**src/inc/pos_pkg.sv**
```systemverilog
// Package of constants and types for the pulse output mode selector
package pos_pkg;
  // Number of axes served
  localparam int unsigned AXES = 4;
  // Axes per adapter
  localparam int unsigned AXES_PER_ADAPTER = 2;
  // Reset value of each logical output (off)
  localparam logic OUT_OFF = 1'b0;
  // Electrical level of an on output (negative logic: low)
  localparam logic LEVEL_ON = 1'b0;
  // Electrical level of an off output
  localparam logic LEVEL_OFF = 1'b1;
  // Selector encoding: 0 pulse plus direction, 1 forward/reverse
  localparam logic SEL_PULSE_PLUS_DIRECTION_MODE = 1'b0;
  localparam logic SEL_FWD_REV = 1'b1;
  // Output form in force
  typedef enum logic {
    POS_FORM_PULSE_DIR,
    POS_FORM_FWD_REV
  } pos_form_e;
  // Per-axis run state
  typedef enum logic [1:0] {
    POS_ST_IDLE,
    POS_ST_SETTLE,
    POS_ST_RUN
  } pos_state_e;
endpackage

```
**src/inc/pos_axis_if.sv**
```systemverilog
// Interface between the top and one axis output stage
`timescale 1ns/1ps
`default_nettype none
interface pos_axis_if;
  logic form_fwd_rev; // Form in force, high for forward/reverse
  logic busy;         // Pulse train in progress on this axis
  logic pulse;        // Logical pulse request, high for on
  logic dir_rev;      // Requested direction, high for reverse
  logic clr;          // Homing clear request, logical on
  logic clr_redir;    // Clear moved to separate output
  logic prim_on;      // Logical state of primary output
  logic sec_on;       // Logical state of secondary output
  logic clr_on;       // Logical state of separate clear output
  modport top (output form_fwd_rev, output pulse, output dir_rev,
    output clr, output clr_redir, input busy, input prim_on,
    input sec_on, input clr_on);
  modport axis (input form_fwd_rev, input pulse, input dir_rev,
    input clr, input clr_redir, output busy, output prim_on,
    output sec_on, output clr_on);
endinterface
`default_nettype wire

```
**src/design/pos_selector.sv**
```systemverilog
// Top of the pulse output mode selector for four axes
`timescale 1ns/1ps
`default_nettype none
module pos_selector (
  // Clock and reset
  input wire logic core_clk_i,
  input wire logic reset_i,
  // Selector switch pin and controller run state
  input wire logic form_sel_i,
  input wire logic ctrl_run_i,
  // Per-axis logical requests from the pulse generator
  input wire logic [3:0] pulse_req_i,
  input wire logic [3:0] dir_rev_i,
  input wire logic [3:0] clr_req_i,
  input wire logic [3:0] clr_redir_i,
  // Adapter differential outputs, bit n is output Yn
  output logic [7:0] primary_diff_terminal_o,
  output logic [7:0] complement_diff_terminal_o,
  // Main unit sink outputs, bit n is output Yn
  output logic [7:0] sink_level_o,
  // Separate clear outputs, logical level
  output logic [3:0] clr_out_o,
  // Form in force, high for forward/reverse
  output logic form_fwd_rev_o
);
  // All state of the top
  typedef struct packed {
    logic [1:0] sel_sync; // Two-stage synchroniser for the switch
    pos_pkg::pos_form_e form;
    logic [7:0] prim;
    logic [7:0] comp;
    logic [7:0] sink;
    logic [3:0] sink_dir; // Sink direction latched per train
    logic [3:0] clr;
  } pos_top_s;

  pos_top_s st_r;
  pos_top_s st_nxt;
  logic [3:0] busy;
  logic [3:0] prim_on;
  logic [3:0] sec_on;
  logic [3:0] clr_on;

  // Logical state to line level, negative logic
  function automatic logic to_level(input logic on);
    return on ? pos_pkg::LEVEL_ON : pos_pkg::LEVEL_OFF;
  endfunction

  // One stage per axis, adapter one holds axes 0-1, two holds 2-3
  genvar g;
  generate
    for (g = 0; g < pos_pkg::AXES; g++) begin : g_axis
      pos_axis_if ifc ();
      assign ifc.form_fwd_rev = (st_r.form == pos_pkg::POS_FORM_FWD_REV);
      assign ifc.pulse = pulse_req_i[g] & ctrl_run_i;
      assign ifc.dir_rev = dir_rev_i[g];
      assign ifc.clr = clr_req_i[g];
      assign ifc.clr_redir = clr_redir_i[g];
      assign busy[g] = ifc.busy;
      assign prim_on[g] = ifc.prim_on;
      assign sec_on[g] = ifc.sec_on;
      assign clr_on[g] = ifc.clr_on;
      pos_axis u_axis (
        .core_clk_i(core_clk_i),
        .reset_i(reset_i),
        .ax(ifc.axis)
      );
    end
  endgenerate

  // Next-state logic
  always_comb begin
    st_nxt = st_r;
    // Switch pin is asynchronous, so it is synchronised first
    st_nxt.sel_sync = {st_r.sel_sync[0], form_sel_i};
    // Adopt a new form only with every axis idle; a running train
    // keeps its form even if the operator moves the switch
    if (busy == 4'h0) begin
      st_nxt.form = (st_r.sel_sync[1] == pos_pkg::SEL_FWD_REV) ?
        pos_pkg::POS_FORM_FWD_REV : pos_pkg::POS_FORM_PULSE_DIR;
    end
    for (int i = 0; i < pos_pkg::AXES; i++) begin
      // Pulse on Yi, direction or reverse on Y(i+4)
      st_nxt.prim[i] = to_level(prim_on[i]);
      st_nxt.prim[i + 4] = to_level(sec_on[i]);
      // Complement terminal is the inverse of the reference
      st_nxt.comp[i] = ~to_level(prim_on[i]);
      st_nxt.comp[i + 4] = ~to_level(sec_on[i]);
      // Sink outputs fixed to pulse plus direction
      st_nxt.sink[i] = to_level(pulse_req_i[i] & ctrl_run_i & busy[i]);
      // Direction latched on the last idle cycle and held while busy;
      // the level input alone could flip mid-train
      st_nxt.sink_dir[i] = busy[i] ? st_r.sink_dir[i] : dir_rev_i[i];
      st_nxt.sink[i + 4] = to_level(
        (busy[i] ? st_r.sink_dir[i] : dir_rev_i[i]) |
        (clr_req_i[i] & ~clr_redir_i[i]));
    end
    st_nxt.clr = clr_on; // Separate clear device
    if (reset_i) begin
      // Every line off: high level on reference and sink pins
      st_nxt.sel_sync = {2{pos_pkg::SEL_PULSE_PLUS_DIRECTION_MODE}};
      st_nxt.form = pos_pkg::POS_FORM_PULSE_DIR;
      st_nxt.prim = {8{pos_pkg::LEVEL_OFF}};
      st_nxt.comp = {8{pos_pkg::LEVEL_ON}};
      st_nxt.sink = {8{pos_pkg::LEVEL_OFF}};
      st_nxt.sink_dir = {4{pos_pkg::OUT_OFF}};
      st_nxt.clr = {4{pos_pkg::OUT_OFF}};
    end
  end

  // State register
  always_ff @(posedge core_clk_i) begin
    st_r <= st_nxt;
  end

  // Outputs straight from flip-flops
  assign primary_diff_terminal_o = st_r.prim;
  assign complement_diff_terminal_o = st_r.comp;
  assign sink_level_o = st_r.sink;
  assign clr_out_o = st_r.clr;
  // Form flag is the one-bit enum register itself, no decode after it
  assign form_fwd_rev_o = logic'(st_r.form);
endmodule
`default_nettype wire

```
**src/design/pos_axis.sv**
```systemverilog
// One axis output stage: form mapping and direction hold
`timescale 1ns/1ps
`default_nettype none
module pos_axis (
  // Clock and reset
  input wire logic core_clk_i,
  input wire logic reset_i,
  // Control from the selector top
  pos_axis_if.axis ax
);
  // All state of one axis
  typedef struct packed {
    pos_pkg::pos_state_e st;
    logic dir;   // Direction latched for the train
    logic prim;
    logic sec;
    logic clr;
  } pos_axis_s;

  pos_axis_s st_r;
  pos_axis_s st_nxt;

  // Next-state logic
  always_comb begin
    st_nxt = st_r;
    st_nxt.prim = pos_pkg::OUT_OFF;
    st_nxt.sec = pos_pkg::OUT_OFF;
    unique case (st_r.st)
      pos_pkg::POS_ST_IDLE: begin
        // Latch direction before any pulse leaves
        st_nxt.dir = ax.dir_rev;
        if (ax.pulse) begin
          st_nxt.st = pos_pkg::POS_ST_SETTLE;
        end
      end
      pos_pkg::POS_ST_SETTLE: begin
        // One cycle of settled direction ahead of the first edge in pulse plus direction form
        st_nxt.st = pos_pkg::POS_ST_RUN;
      end
      pos_pkg::POS_ST_RUN: begin
        if (!ax.pulse) begin
          st_nxt.st = pos_pkg::POS_ST_IDLE;
        end
      end
      default: begin
        // Unused fourth code of the state falls back to idle
        st_nxt.st = pos_pkg::POS_ST_IDLE;
      end
    endcase
    if (st_r.st != pos_pkg::POS_ST_IDLE) begin
      if (ax.form_fwd_rev) begin
        // Forward on primary, reverse on secondary
        st_nxt.prim = ax.pulse & ~st_r.dir;
        st_nxt.sec = ax.pulse & st_r.dir;
      end else begin
        // Pulse plus held direction level
        st_nxt.prim = ax.pulse & (st_r.st == pos_pkg::POS_ST_RUN);
        st_nxt.sec = st_r.dir;
      end
    end else if (!ax.form_fwd_rev) begin
      // Direction output idles at requested level, or carries clear
      st_nxt.sec = ax.clr_redir ? st_nxt.dir : (st_nxt.dir | ax.clr);
    end
    // Clear shares direction pin unless moved
    st_nxt.clr = ax.clr & ax.clr_redir;
    if (reset_i) begin
      st_nxt.st = pos_pkg::POS_ST_IDLE;
      st_nxt.dir = pos_pkg::OUT_OFF;
      st_nxt.prim = pos_pkg::OUT_OFF;
      st_nxt.sec = pos_pkg::OUT_OFF;
      st_nxt.clr = pos_pkg::OUT_OFF;
    end
  end

  // State register
  always_ff @(posedge core_clk_i) begin
    st_r <= st_nxt;
  end

  assign ax.busy = (st_r.st != pos_pkg::POS_ST_IDLE);
  assign ax.prim_on = st_r.prim;
  assign ax.sec_on = st_r.sec;
  assign ax.clr_on = st_r.clr;
endmodule
`default_nettype wire

```
**config.mk**
```make
export PLATFORM = sky130hd
export DESIGN_NAME = pos_selector
export DESIGN_NICKNAME = d
export VERILOG_FILES = /design/src/inc/pos_pkg.sv /design/src/inc/pos_axis_if.sv /design/src/design/pos_selector.sv /design/src/design/pos_axis.sv
export SDC_FILE = /design/constraint.sdc
export NUM_CORES = 1
export LEC_CHECK = 0
export ABC_AREA = 1
export BUFFER_PORTS_ARGS = -buffer_cell sky130_fd_sc_hd__buf_2
export CAP_MARGIN = 20
export CORE_UTILIZATION = 52
export DETAILED_ROUTE_END_ITERATION = 6
export PLACE_DENSITY = 0.77
export SLEW_MARGIN = 20
export SYNTH_ARGS = -nofsm -noshare
export SYNTH_HDL_FRONTEND = slang
export SYNTH_SLANG_ARGS = --single-unit
```
**constraint.sdc**
```tcl
create_clock -name core_clk_i -period 1.19 [get_ports core_clk_i]
set_clock_uncertainty 0.05 [all_clocks]
set_input_delay 0.1785 -clock core_clk_i [delete_from_list [all_inputs] [get_ports core_clk_i]]
set_output_delay 0.1785 -clock core_clk_i [all_outputs]
set_load 0.03 [all_outputs]
```
---- Word level (Yosys, flattened, before mapping) ----
Index checks and enable logic that the tools add are counted.
word-level totals
  bits in registers ....................... 59
  input bits .............................. 20
  output and inout bits ................... 29
  logic and storage cells ................. 161
cells by class
  eq/ne operators ......................... 16
  mux-type cells .......................... 53
  bitwise logic cells ..................... 48
  reductions and logical operators ........ 17
operators by type and width
  operator                                                                  count
  1-bit two-way mux                                                         37
  1-bit bitwise AND                                                         28
  2-bit two-way mux                                                         12
  2-bit one-hot mux with 3 select lines                                     4
  1-bit inverter                                                            12
  2-bit by 1-bit equality test with 1-bit output (second input constant)    4
  2-bit equality test (second input constant)                               4
  2-bit logical NOT                                                         4
  2-bit by 1-bit inequality test with 1-bit output (second input constant)  4
  2-bit inequality test (second input constant)                             4
  1-bit bitwise OR                                                          8
  2-bit AND reduction                                                       4
  2-bit nonzero test                                                        4
  2-bit OR reduction                                                        4
  4-bit logical NOT                                                         1

---- Longest topological paths before layout ----
Gate-level depths: netlist (run 1).
  depth after elaboration ................. 6
  mapped depth ............................ 6
  mapped depth without buffers ............ 6

---- Cells and area by module ----
A second synthesis (run 1) with hierarchy kept.
second synthesis, totals
  cells, all modules ...................... 261
  area total of the unflattened synthesis .. 2,290.9 um^2
modules (own cells, without submodules)
  module        times used  cells each  area an instance (um^2)  seq. area each (um^2)
  pos_selector  1           137         1,285.0                  700.7
  pos_axis      4           31          251.5                    120.1

---- Least setup slack after synthesis (run 1) ----
Ideal clock, no wire load.
  path type ............................... flip-flop to flip-flop
  start point ............................. register st_r (netlist bit form_fwd_rev_o)
  end point ............................... register g_axis[0].u_axis.st_r (netlist bit g_axis[0].u_axis.ax.prim_on)
  setup time .............................. 79 ps
  arrival time ............................ 1,014 ps
  data required time ...................... 1,061 ps
  path slack .............................. 47 ps
  stages on the path, launching flop included .. 5
  path buffers ............................ 2
  clock period less this slack ............ 1,143 ps
  cell sequence ........................... dfxtp_1 > buf_6 > buf_6 > a21oi_1 > a211oi_2
between the ends
  word-level cells in the longest chain between the ends .. 1
ends and longest elaborated chain
  item                      line                 source
  start: declaration        pos_selector.sv:37   pos_top_s st_r;
  start signal: assignment  pos_selector.sv:113  st_r <= st_nxt;
  2-bit two-way mux         pos_axis.sv:51       if (ax.form_fwd_rev) begin
  end signal: assignment    pos_axis.sv:77       st_r <= st_nxt;
  end: declaration          pos_axis.sv:20       pos_axis_s st_r;
Every way passes these cells.
A chain may end at the register's enable or synchronous reset.

---- Final worst setup path (run 1) ----
  start point ............................. register st_r (netlist bit form_fwd_rev_o)
  end point ............................... output form_fwd_rev_o
RTL lines
  item              line                source
  end: declaration  pos_selector.sv:24  output logic form_fwd_rev_o
No word-level cell between the ends.

==> results of run 1 <==
-- final cells by class --
class	instances	area share (%)
clock inverters	4	1.91
flip-flops and latches	59	47.5
inverters	31	4.68
repair buffers	54	12.0
well taps	50	2.52
multi-input cells	120	24.7
clock buffers	12	6.65
-- worst min-delay path by stage --
stage | slack, ps | end
2_1_floorplan | 240 | st_r[33]$_SDFF_PP0_
3_3_place_gp | 320 | primary_diff_terminal_o[2]$_SDFF_PP1_
3_5_place_dp | 330 | primary_diff_terminal_o[7]$_SDFF_PP1_
4_1_cts | 7 | g_axis[3].u_axis.ax.clr_on$_SDFF_PP0_
5_1_grt | 20 | g_axis[0].u_axis.ax.clr_on$_SDFF_PP0_
6_report | 20 | g_axis[3].u_axis.ax.clr_on$_SDFF_PP0_
-- cells by family after synthesis --
| family | count (synthesis) |
|---|---|
| DFF | 59 |
| and+or+nand+nor | 95 |
| buffers and inverters | 65 |
| AOI/OAI and AO/OA | 25 |
-- flip-flops by register name (all words and copies together) (netlist names) --
register / count
g_axis.u_axis.st_r: 12
complement_diff_terminal_o: 8
primary_diff_terminal_o: 8
sink_level_o: 8
st_r: 6
clr_out_o: 4
g_axis.u_axis.ax.clr_on: 4
g_axis.u_axis.ax.prim_on: 4
g_axis.u_axis.ax.sec_on: 4
form_fwd_rev_o: 1
-- metrics by stage --
| step | hold WS (ps) | cells | total power, µW | cell area (µm²) | util (%) |
|---|---|---|---|---|---|
| floorplan | 235 | 244 | 2570 | 2160 | - |
| global placement | 324 | 312 | 2630 | 2240 | 56.1 |
| detailed placement | 326 | 312 | 2640 | 2240 | 56.1 |
| CTS | 6.50 | 330 | 4540 | 2480 | 62.1 |
| global route | 20.6 | 330 | 4680 | 2480 | 62.1 |
| finish | 22.9 | 330 | 4480 | 2480 | 62.1 |
-- critical path: cells and delay by family (launching register included) --
kind / cells / cell delay (ps)
buf+inv: 2 / 230
flops: 1 / 350
-- Yosys cell counts, drive strengths merged --
cell type	instances	area share [%]
nor3	9	2.1
nor2	24	4.6
nand2	50	10
nand3	12	2.8
buf	34	12
inv	29	5.0
o21ai	1	0.23
clkinv	2	0.35
a21oi	16	3.9
a21boi	4	2.1
a211oi	4	2.3
dfxtp	59	55
-- timing repair --
action,CTS,global route
endpoints found under the setup margin,1,0
resized for setup,3,0
hold endpoints to repair,1,0
hold buffers,1,0
setup buffers,1,0
-- where the power goes --
group / total, µW / switching [µW] / internal [µW] / leakage [µW]
clock network: 1860 / 734 / 1130 / 0.000108
logic: 497 / 315 / 182 / 0.000609
registers: 2120 / 43.2 / 2080 / 0.000484
total: 4480 / 1090 / 3390 / 0.00120
-- layer usage --
| metal | wire (µm) | share of wire, % |
|---|---|---|
| met1 | 1480 | 45 |
| met2 | 1580 | 48 |
| met3 | 151 | 4.6 |
| met4 | 85 | 2.6 |
| met5 | 0 | 0 |
==> impl_metrics.env, run 1 <==
export IMPL_hold_class="in -> reg"
export IMPL_status="finished, final reports clean"
export IMPL_synth_mux_area_share_pct=0
export IMPL_n_fill_cell=357
export IMPL_avgViaCountPerCell=4.47
export IMPL_power_leakage_uw=0.00120
export IMPL_synth_top_family_by_area="simple AND/OR/NAND/NOR gates"
export IMPL_avgSynthCellArea_um2=8.87
export IMPL_crit_top_cell="buf_6"
export IMPL_setup_viol=0
export IMPL_clkTransAtPathRegs_ps=70
export IMPL_startpoint="form_fwd_rev_o$_SDFFE_PP0N_"
export IMPL_drtIter0Drc=40
export IMPL_ys_warn_count=0
export IMPL_finalCritPeriodShare_pct=95.8
export IMPL_n_antenna_cell=0
export IMPL_multi_input_area_um2=614
export IMPL_cts_root_buffer="clkbuf_8"
export IMPL_max_freq_mhz=877
export IMPL_start_util_pct=54.1
export IMPL_netlist_instances=244
export IMPL_rr_worst_depth=5
export IMPL_layout_drive_gt1_share_pct=33.6
export IMPL_die_w_um=66.5
export IMPL_nets=295
export IMPL_synth_xor_area_share_pct=0
export IMPL_hpwlAfterDp_um=2320
export IMPL_final_cell_mix="dfxtp_1, buf_2, nand2_1"
export IMPL_r2r_start="g_axis[3].u_axis.st_r[4]$_SDFFE_PP0P_"
export IMPL_grt_pass1_vias=1348
export IMPL_max_slew_margin_rel_pct=79.4
export IMPL_final_seq_area_um2=1180
export IMPL_synth_area_um2=2160
export IMPL_dp_slack_ps=200
export IMPL_grt_total_usage_pct=17.7
export IMPL_synthAdderAreaFrac_pct=0
export IMPL_clk_path_buf_depth=2
export IMPL_ys_seq_elements=59
export IMPL_cpMaxStageDelayCell="dfxtp_1"
export IMPL_cp_max_fo=2
export IMPL_end_kind="output port"
export IMPL_fin_ws_ps=49.9
export IMPL_gp_congestion=0.835
export IMPL_synth_compound_area_share_pct=8.50
export IMPL_antenna_found_initial=0
export IMPL_die_area_um2=4420
export IMPL_wl_per_cell_um=9.97
export IMPL_max_stage_delay_ps=350
export IMPL_clock_sinks=59
export IMPL_grt_pass1_wl_um=5590
export IMPL_r2r_setup_slack_ps=180
export IMPL_drt_first_pass_iters=4
export IMPL_tns_ps=0
export IMPL_cts_htree_levels=3
export IMPL_syn_to_final_growth_pct=14.8
export IMPL_drtAntennaViolNets=0
export IMPL_drc_errors=0
export IMPL_final_common_cell="dfxtp_1"
export IMPL_wl_um=3290
export IMPL_gr_usage_met2_pct=29.1
export IMPL_holdCritStartpoint="clr_redir_i[3]"
export IMPL_cp_required_ps=960
export IMPL_cts_tree="built"
export IMPL_grt_busiest_layer="met2"
export IMPL_r2r_end="sink_level_o[7]$_SDFF_PP1_"
export IMPL_powerDensity_nw_per_um2=1800
export IMPL_whs_path_depth=3
export IMPL_overflow=0
export IMPL_gr_usage_met3_pct=5.14
export IMPL_syn_nets=264
export IMPL_cp_arrival_ps=910
export IMPL_fp_row_count=23
export IMPL_fin_crit_ps=1140
export IMPL_vias=1476
export IMPL_timing_critical_path_to="form_fwd_rev_o"
export IMPL_cts_buffers=9
export IMPL_drv_cap=0
export IMPL_grt_util_met1_pct=19.3
export IMPL_synth_simple_area_share_pct=19.9
export IMPL_worst_pin_slew_ps=309
export IMPL_die_y_um=66.5
export IMPL_yosys_cell_types_count=19
export IMPL_core_area_um2=4000
export IMPL_rsz0062_at_grt="no"
export IMPL_slew_violations=0
export IMPL_path_cells="buf_6 > buf_6"
export IMPL_crit_path_start_kind="flip-flop"
export IMPL_synth_seq_area_share_pct=54.6
export IMPL_grt_start_max_net_pins=31
export IMPL_io_pin_count=49
export IMPL_clkLatencyLatePin_ps=330
export IMPL_finalHoldViolCount=0
export IMPL_io_buffers=48
export IMPL_path_class="reg -> out"
export IMPL_ir_worst_vdd_mv=0.923
(Power assumes the default switching activity.)
==> inputs of run 2 (changes only) <==
--- a/config.mk
+++ b/config.mk
@@ -8,9 +8,11 @@
 export ABC_AREA = 1
 export BUFFER_PORTS_ARGS = -buffer_cell sky130_fd_sc_hd__buf_2
 export CAP_MARGIN = 20
-export CORE_UTILIZATION = 52
+export CELL_PAD_IN_SITES_DETAIL_PLACEMENT = 0
+export CELL_PAD_IN_SITES_GLOBAL_PLACEMENT = 1
+export CORE_UTILIZATION = 39
 export DETAILED_ROUTE_END_ITERATION = 6
-export PLACE_DENSITY = 0.77
+export PLACE_DENSITY_LB_ADDON = 0.1
 export SLEW_MARGIN = 20
 export SYNTH_ARGS = -nofsm -noshare
 export SYNTH_HDL_FRONTEND = slang
==> run 2 against run 1 <==
Net effect:
- worst hold slack worse by 1.2 ps
- core utilization fell by 15 points
- fmax about the same
- sequential power barely moved
- worst setup slack better by 0.75 ps
- critical endpoint unchanged
- cell area is 0.35% lower
- clock-buffer cell count is 1 lower
- non-clock buffer count did not move
- highest routed layer unchanged
- sequential share of layout area increased by 0.17 points
- critical path type unchanged
- register-to-register slack about the same
- sequential cell count unchanged
- clock power down 17%
==> impl_metrics.env, run 2 (synthesis results as in run 1) <==
export IMPL_status="finished, final reports clean"
export IMPL_io_pin_count=49
export IMPL_stdcell_count=348
export IMPL_r2r_setup_slack_ps=170
export IMPL_wl_per_cell_um=10.1
export IMPL_drt_first_pass_iters=4
export IMPL_rr_worst_depth=5
export IMPL_cts_buffers=9
export IMPL_end_kind="output port"
export IMPL_max_slew_margin_rel_pct=82.5
export IMPL_drtAntennaViolNets=0
export IMPL_timing_critical_path_to="form_fwd_rev_o"
export IMPL_tns_ps=0
export IMPL_nets=295
export IMPL_final_util_pct=47.3
export IMPL_avgViaCountPerCell=4.27
export IMPL_grt_pass1_wl_um=5910
export IMPL_io_buffers=48
export IMPL_ir_worst_vdd_mv=0.881
export IMPL_cts_tree="built"
export IMPL_r2r_end="sink_level_o[7]$_SDFF_PP1_"
export IMPL_hold_class="in -> reg"
export IMPL_gp_congestion=0.697
export IMPL_clk_path_buf_depth=2
export IMPL_fin_crit_ps=1140
export IMPL_core_area_um2=5240
export IMPL_dp_slack_ps=182
export IMPL_hpwlAfterDp_um=2390
export IMPL_antenna_found_initial=0
export IMPL_cts_htree_levels=3
export IMPL_placed_area_um2=2280
export IMPL_crit_path_start_kind="flip-flop"
export IMPL_clkLatencyLatePin_ps=330
export IMPL_power_leakage_uw=0.00119
export IMPL_largest_reg_flops=12
export IMPL_fp_row_count=26
export IMPL_slew_violations=0
export IMPL_die_w_um=76.5
export IMPL_powerDensity_nw_per_um2=1680
export IMPL_grt_total_usage_pct=13.7
export IMPL_rsz0062_at_grt="no"
export IMPL_die_area_um2=5850
export IMPL_cp_max_fo=2
export IMPL_cp_arrival_ps=910
export IMPL_path_class="reg -> out"
export IMPL_final_common_cell="dfxtp_1"
export IMPL_die_y_um=76.5
export IMPL_clock_sinks=59
export IMPL_start_util_pct=41.3
export IMPL_cp_required_ps=960
export IMPL_cts_root_buffer="clkbuf_8"
export IMPL_final_cell_mix="dfxtp_1, buf_2, nand2_1"
export IMPL_worst_pin_slew_ps=262
export IMPL_finalCritPeriodShare_pct=95.7
export IMPL_syn_to_final_growth_pct=14.4
export IMPL_startpoint="form_fwd_rev_o$_SDFFE_PP0N_"
export IMPL_fin_ws_ps=50.6
export IMPL_drv_cap=0
export IMPL_drtIter0Drc=56
export IMPL_r2r_start="g_axis[3].u_axis.st_r[5]$_SDFFE_PP0P_"
export IMPL_wl_um=3520
export IMPL_regMostFlops="g_axis.u_axis.st_r"
export IMPL_max_freq_mhz=878
export IMPL_layout_drive_gt1_share_pct=33.1
export IMPL_finalHoldViolCount=0
export IMPL_drc_errors=0
export IMPL_n_antenna_cell=0
export IMPL_setup_viol=0
export IMPL_vias=1485
export IMPL_overflow=0
export IMPL_clkTransAtPathRegs_ps=60
export IMPL_grt_start_max_net_pins=31
export IMPL_grt_pass1_vias=1361
export IMPL_dp_cells=332
export IMPL_final_cell_area_um2=2480
[run 2: cell types whose count changed in the layout (fill, tap and decap cells not counted), sizes merged]
cell	before	now
clkinv	4	5
clkinvlp	1	0
clkbuf	12	11
bufinv	1	0
[run 2: metrics by stage]
step	power, µW	hold WS [ps]
2_1_floorplan	2570	235
3_3_place_gp	2660	325
3_5_place_dp	2660	332
4_1_cts	4230	6.51
5_1_grt	4380	15.7
6_report	4160	21.7
[run 2: timing repair]
action	CTS	global route
endpoints found under the setup margin	1	0
setup buffers	1	0
hold endpoints to repair	1	0
resized for setup	3	0
hold buffers	1	0
[run 2: per-layer routing]
metal	up-vias	part of all wire, %	track usage, %
li1	786	-	-
met1	650	50	16.4
met2	39	41	19.5
met3	10	5.5	4.79
met4	0	3.5	11.5
met5	-	0	0
[run 2: cell type report]
type | count | area, µm²
inverters | 31 | 116
fillers | 553 | 2760
well taps | 70 | 87.6
multi-input cells | 120 | 614
repair buffers | 54 | 310
clock inverters | 3 | 15.0
flip-flops and latches | 59 | 1180
clock buffers | 11 | 151
[run 2: worst min-delay path by stage]
stage / end / from / cells after the start / slack [ps]
5_1_grt: g_axis[3].u_axis.ax.clr_on$_SDFF_PP0_ / clr_redir_i[3] / 3 / 20
2_1_floorplan: st_r[33]$_SDFF_PP0_ / form_sel_i / 2 / 240
6_report: g_axis[2].u_axis.ax.clr_on$_SDFF_PP0_ / clr_redir_i[2] / 3 / 20
4_1_cts: g_axis[3].u_axis.ax.clr_on$_SDFF_PP0_ / clr_redir_i[3] / 3 / 7
3_5_place_dp: primary_diff_terminal_o[4]$_SDFF_PP1_ / g_axis[0].u_axis.ax.sec_on$_SDFF_PP0_ / 1 / 330
3_3_place_gp: primary_diff_terminal_o[7]$_SDFF_PP1_ / g_axis[3].u_axis.ax.sec_on$_SDFF_PP0_ / 1 / 320
[run 2: power breakdown]
group	internal, µW	total (µW)	switching, µW
registers	2080	2120	43.6
clock network	833	1540	704
logic	187	505	318
total	3100	4160	1070
[run 2: critical path, cell delays in order, from the launching register on]
cell,delay (ps)
dfxtp_1,350
buf_6,110
buf_6,120
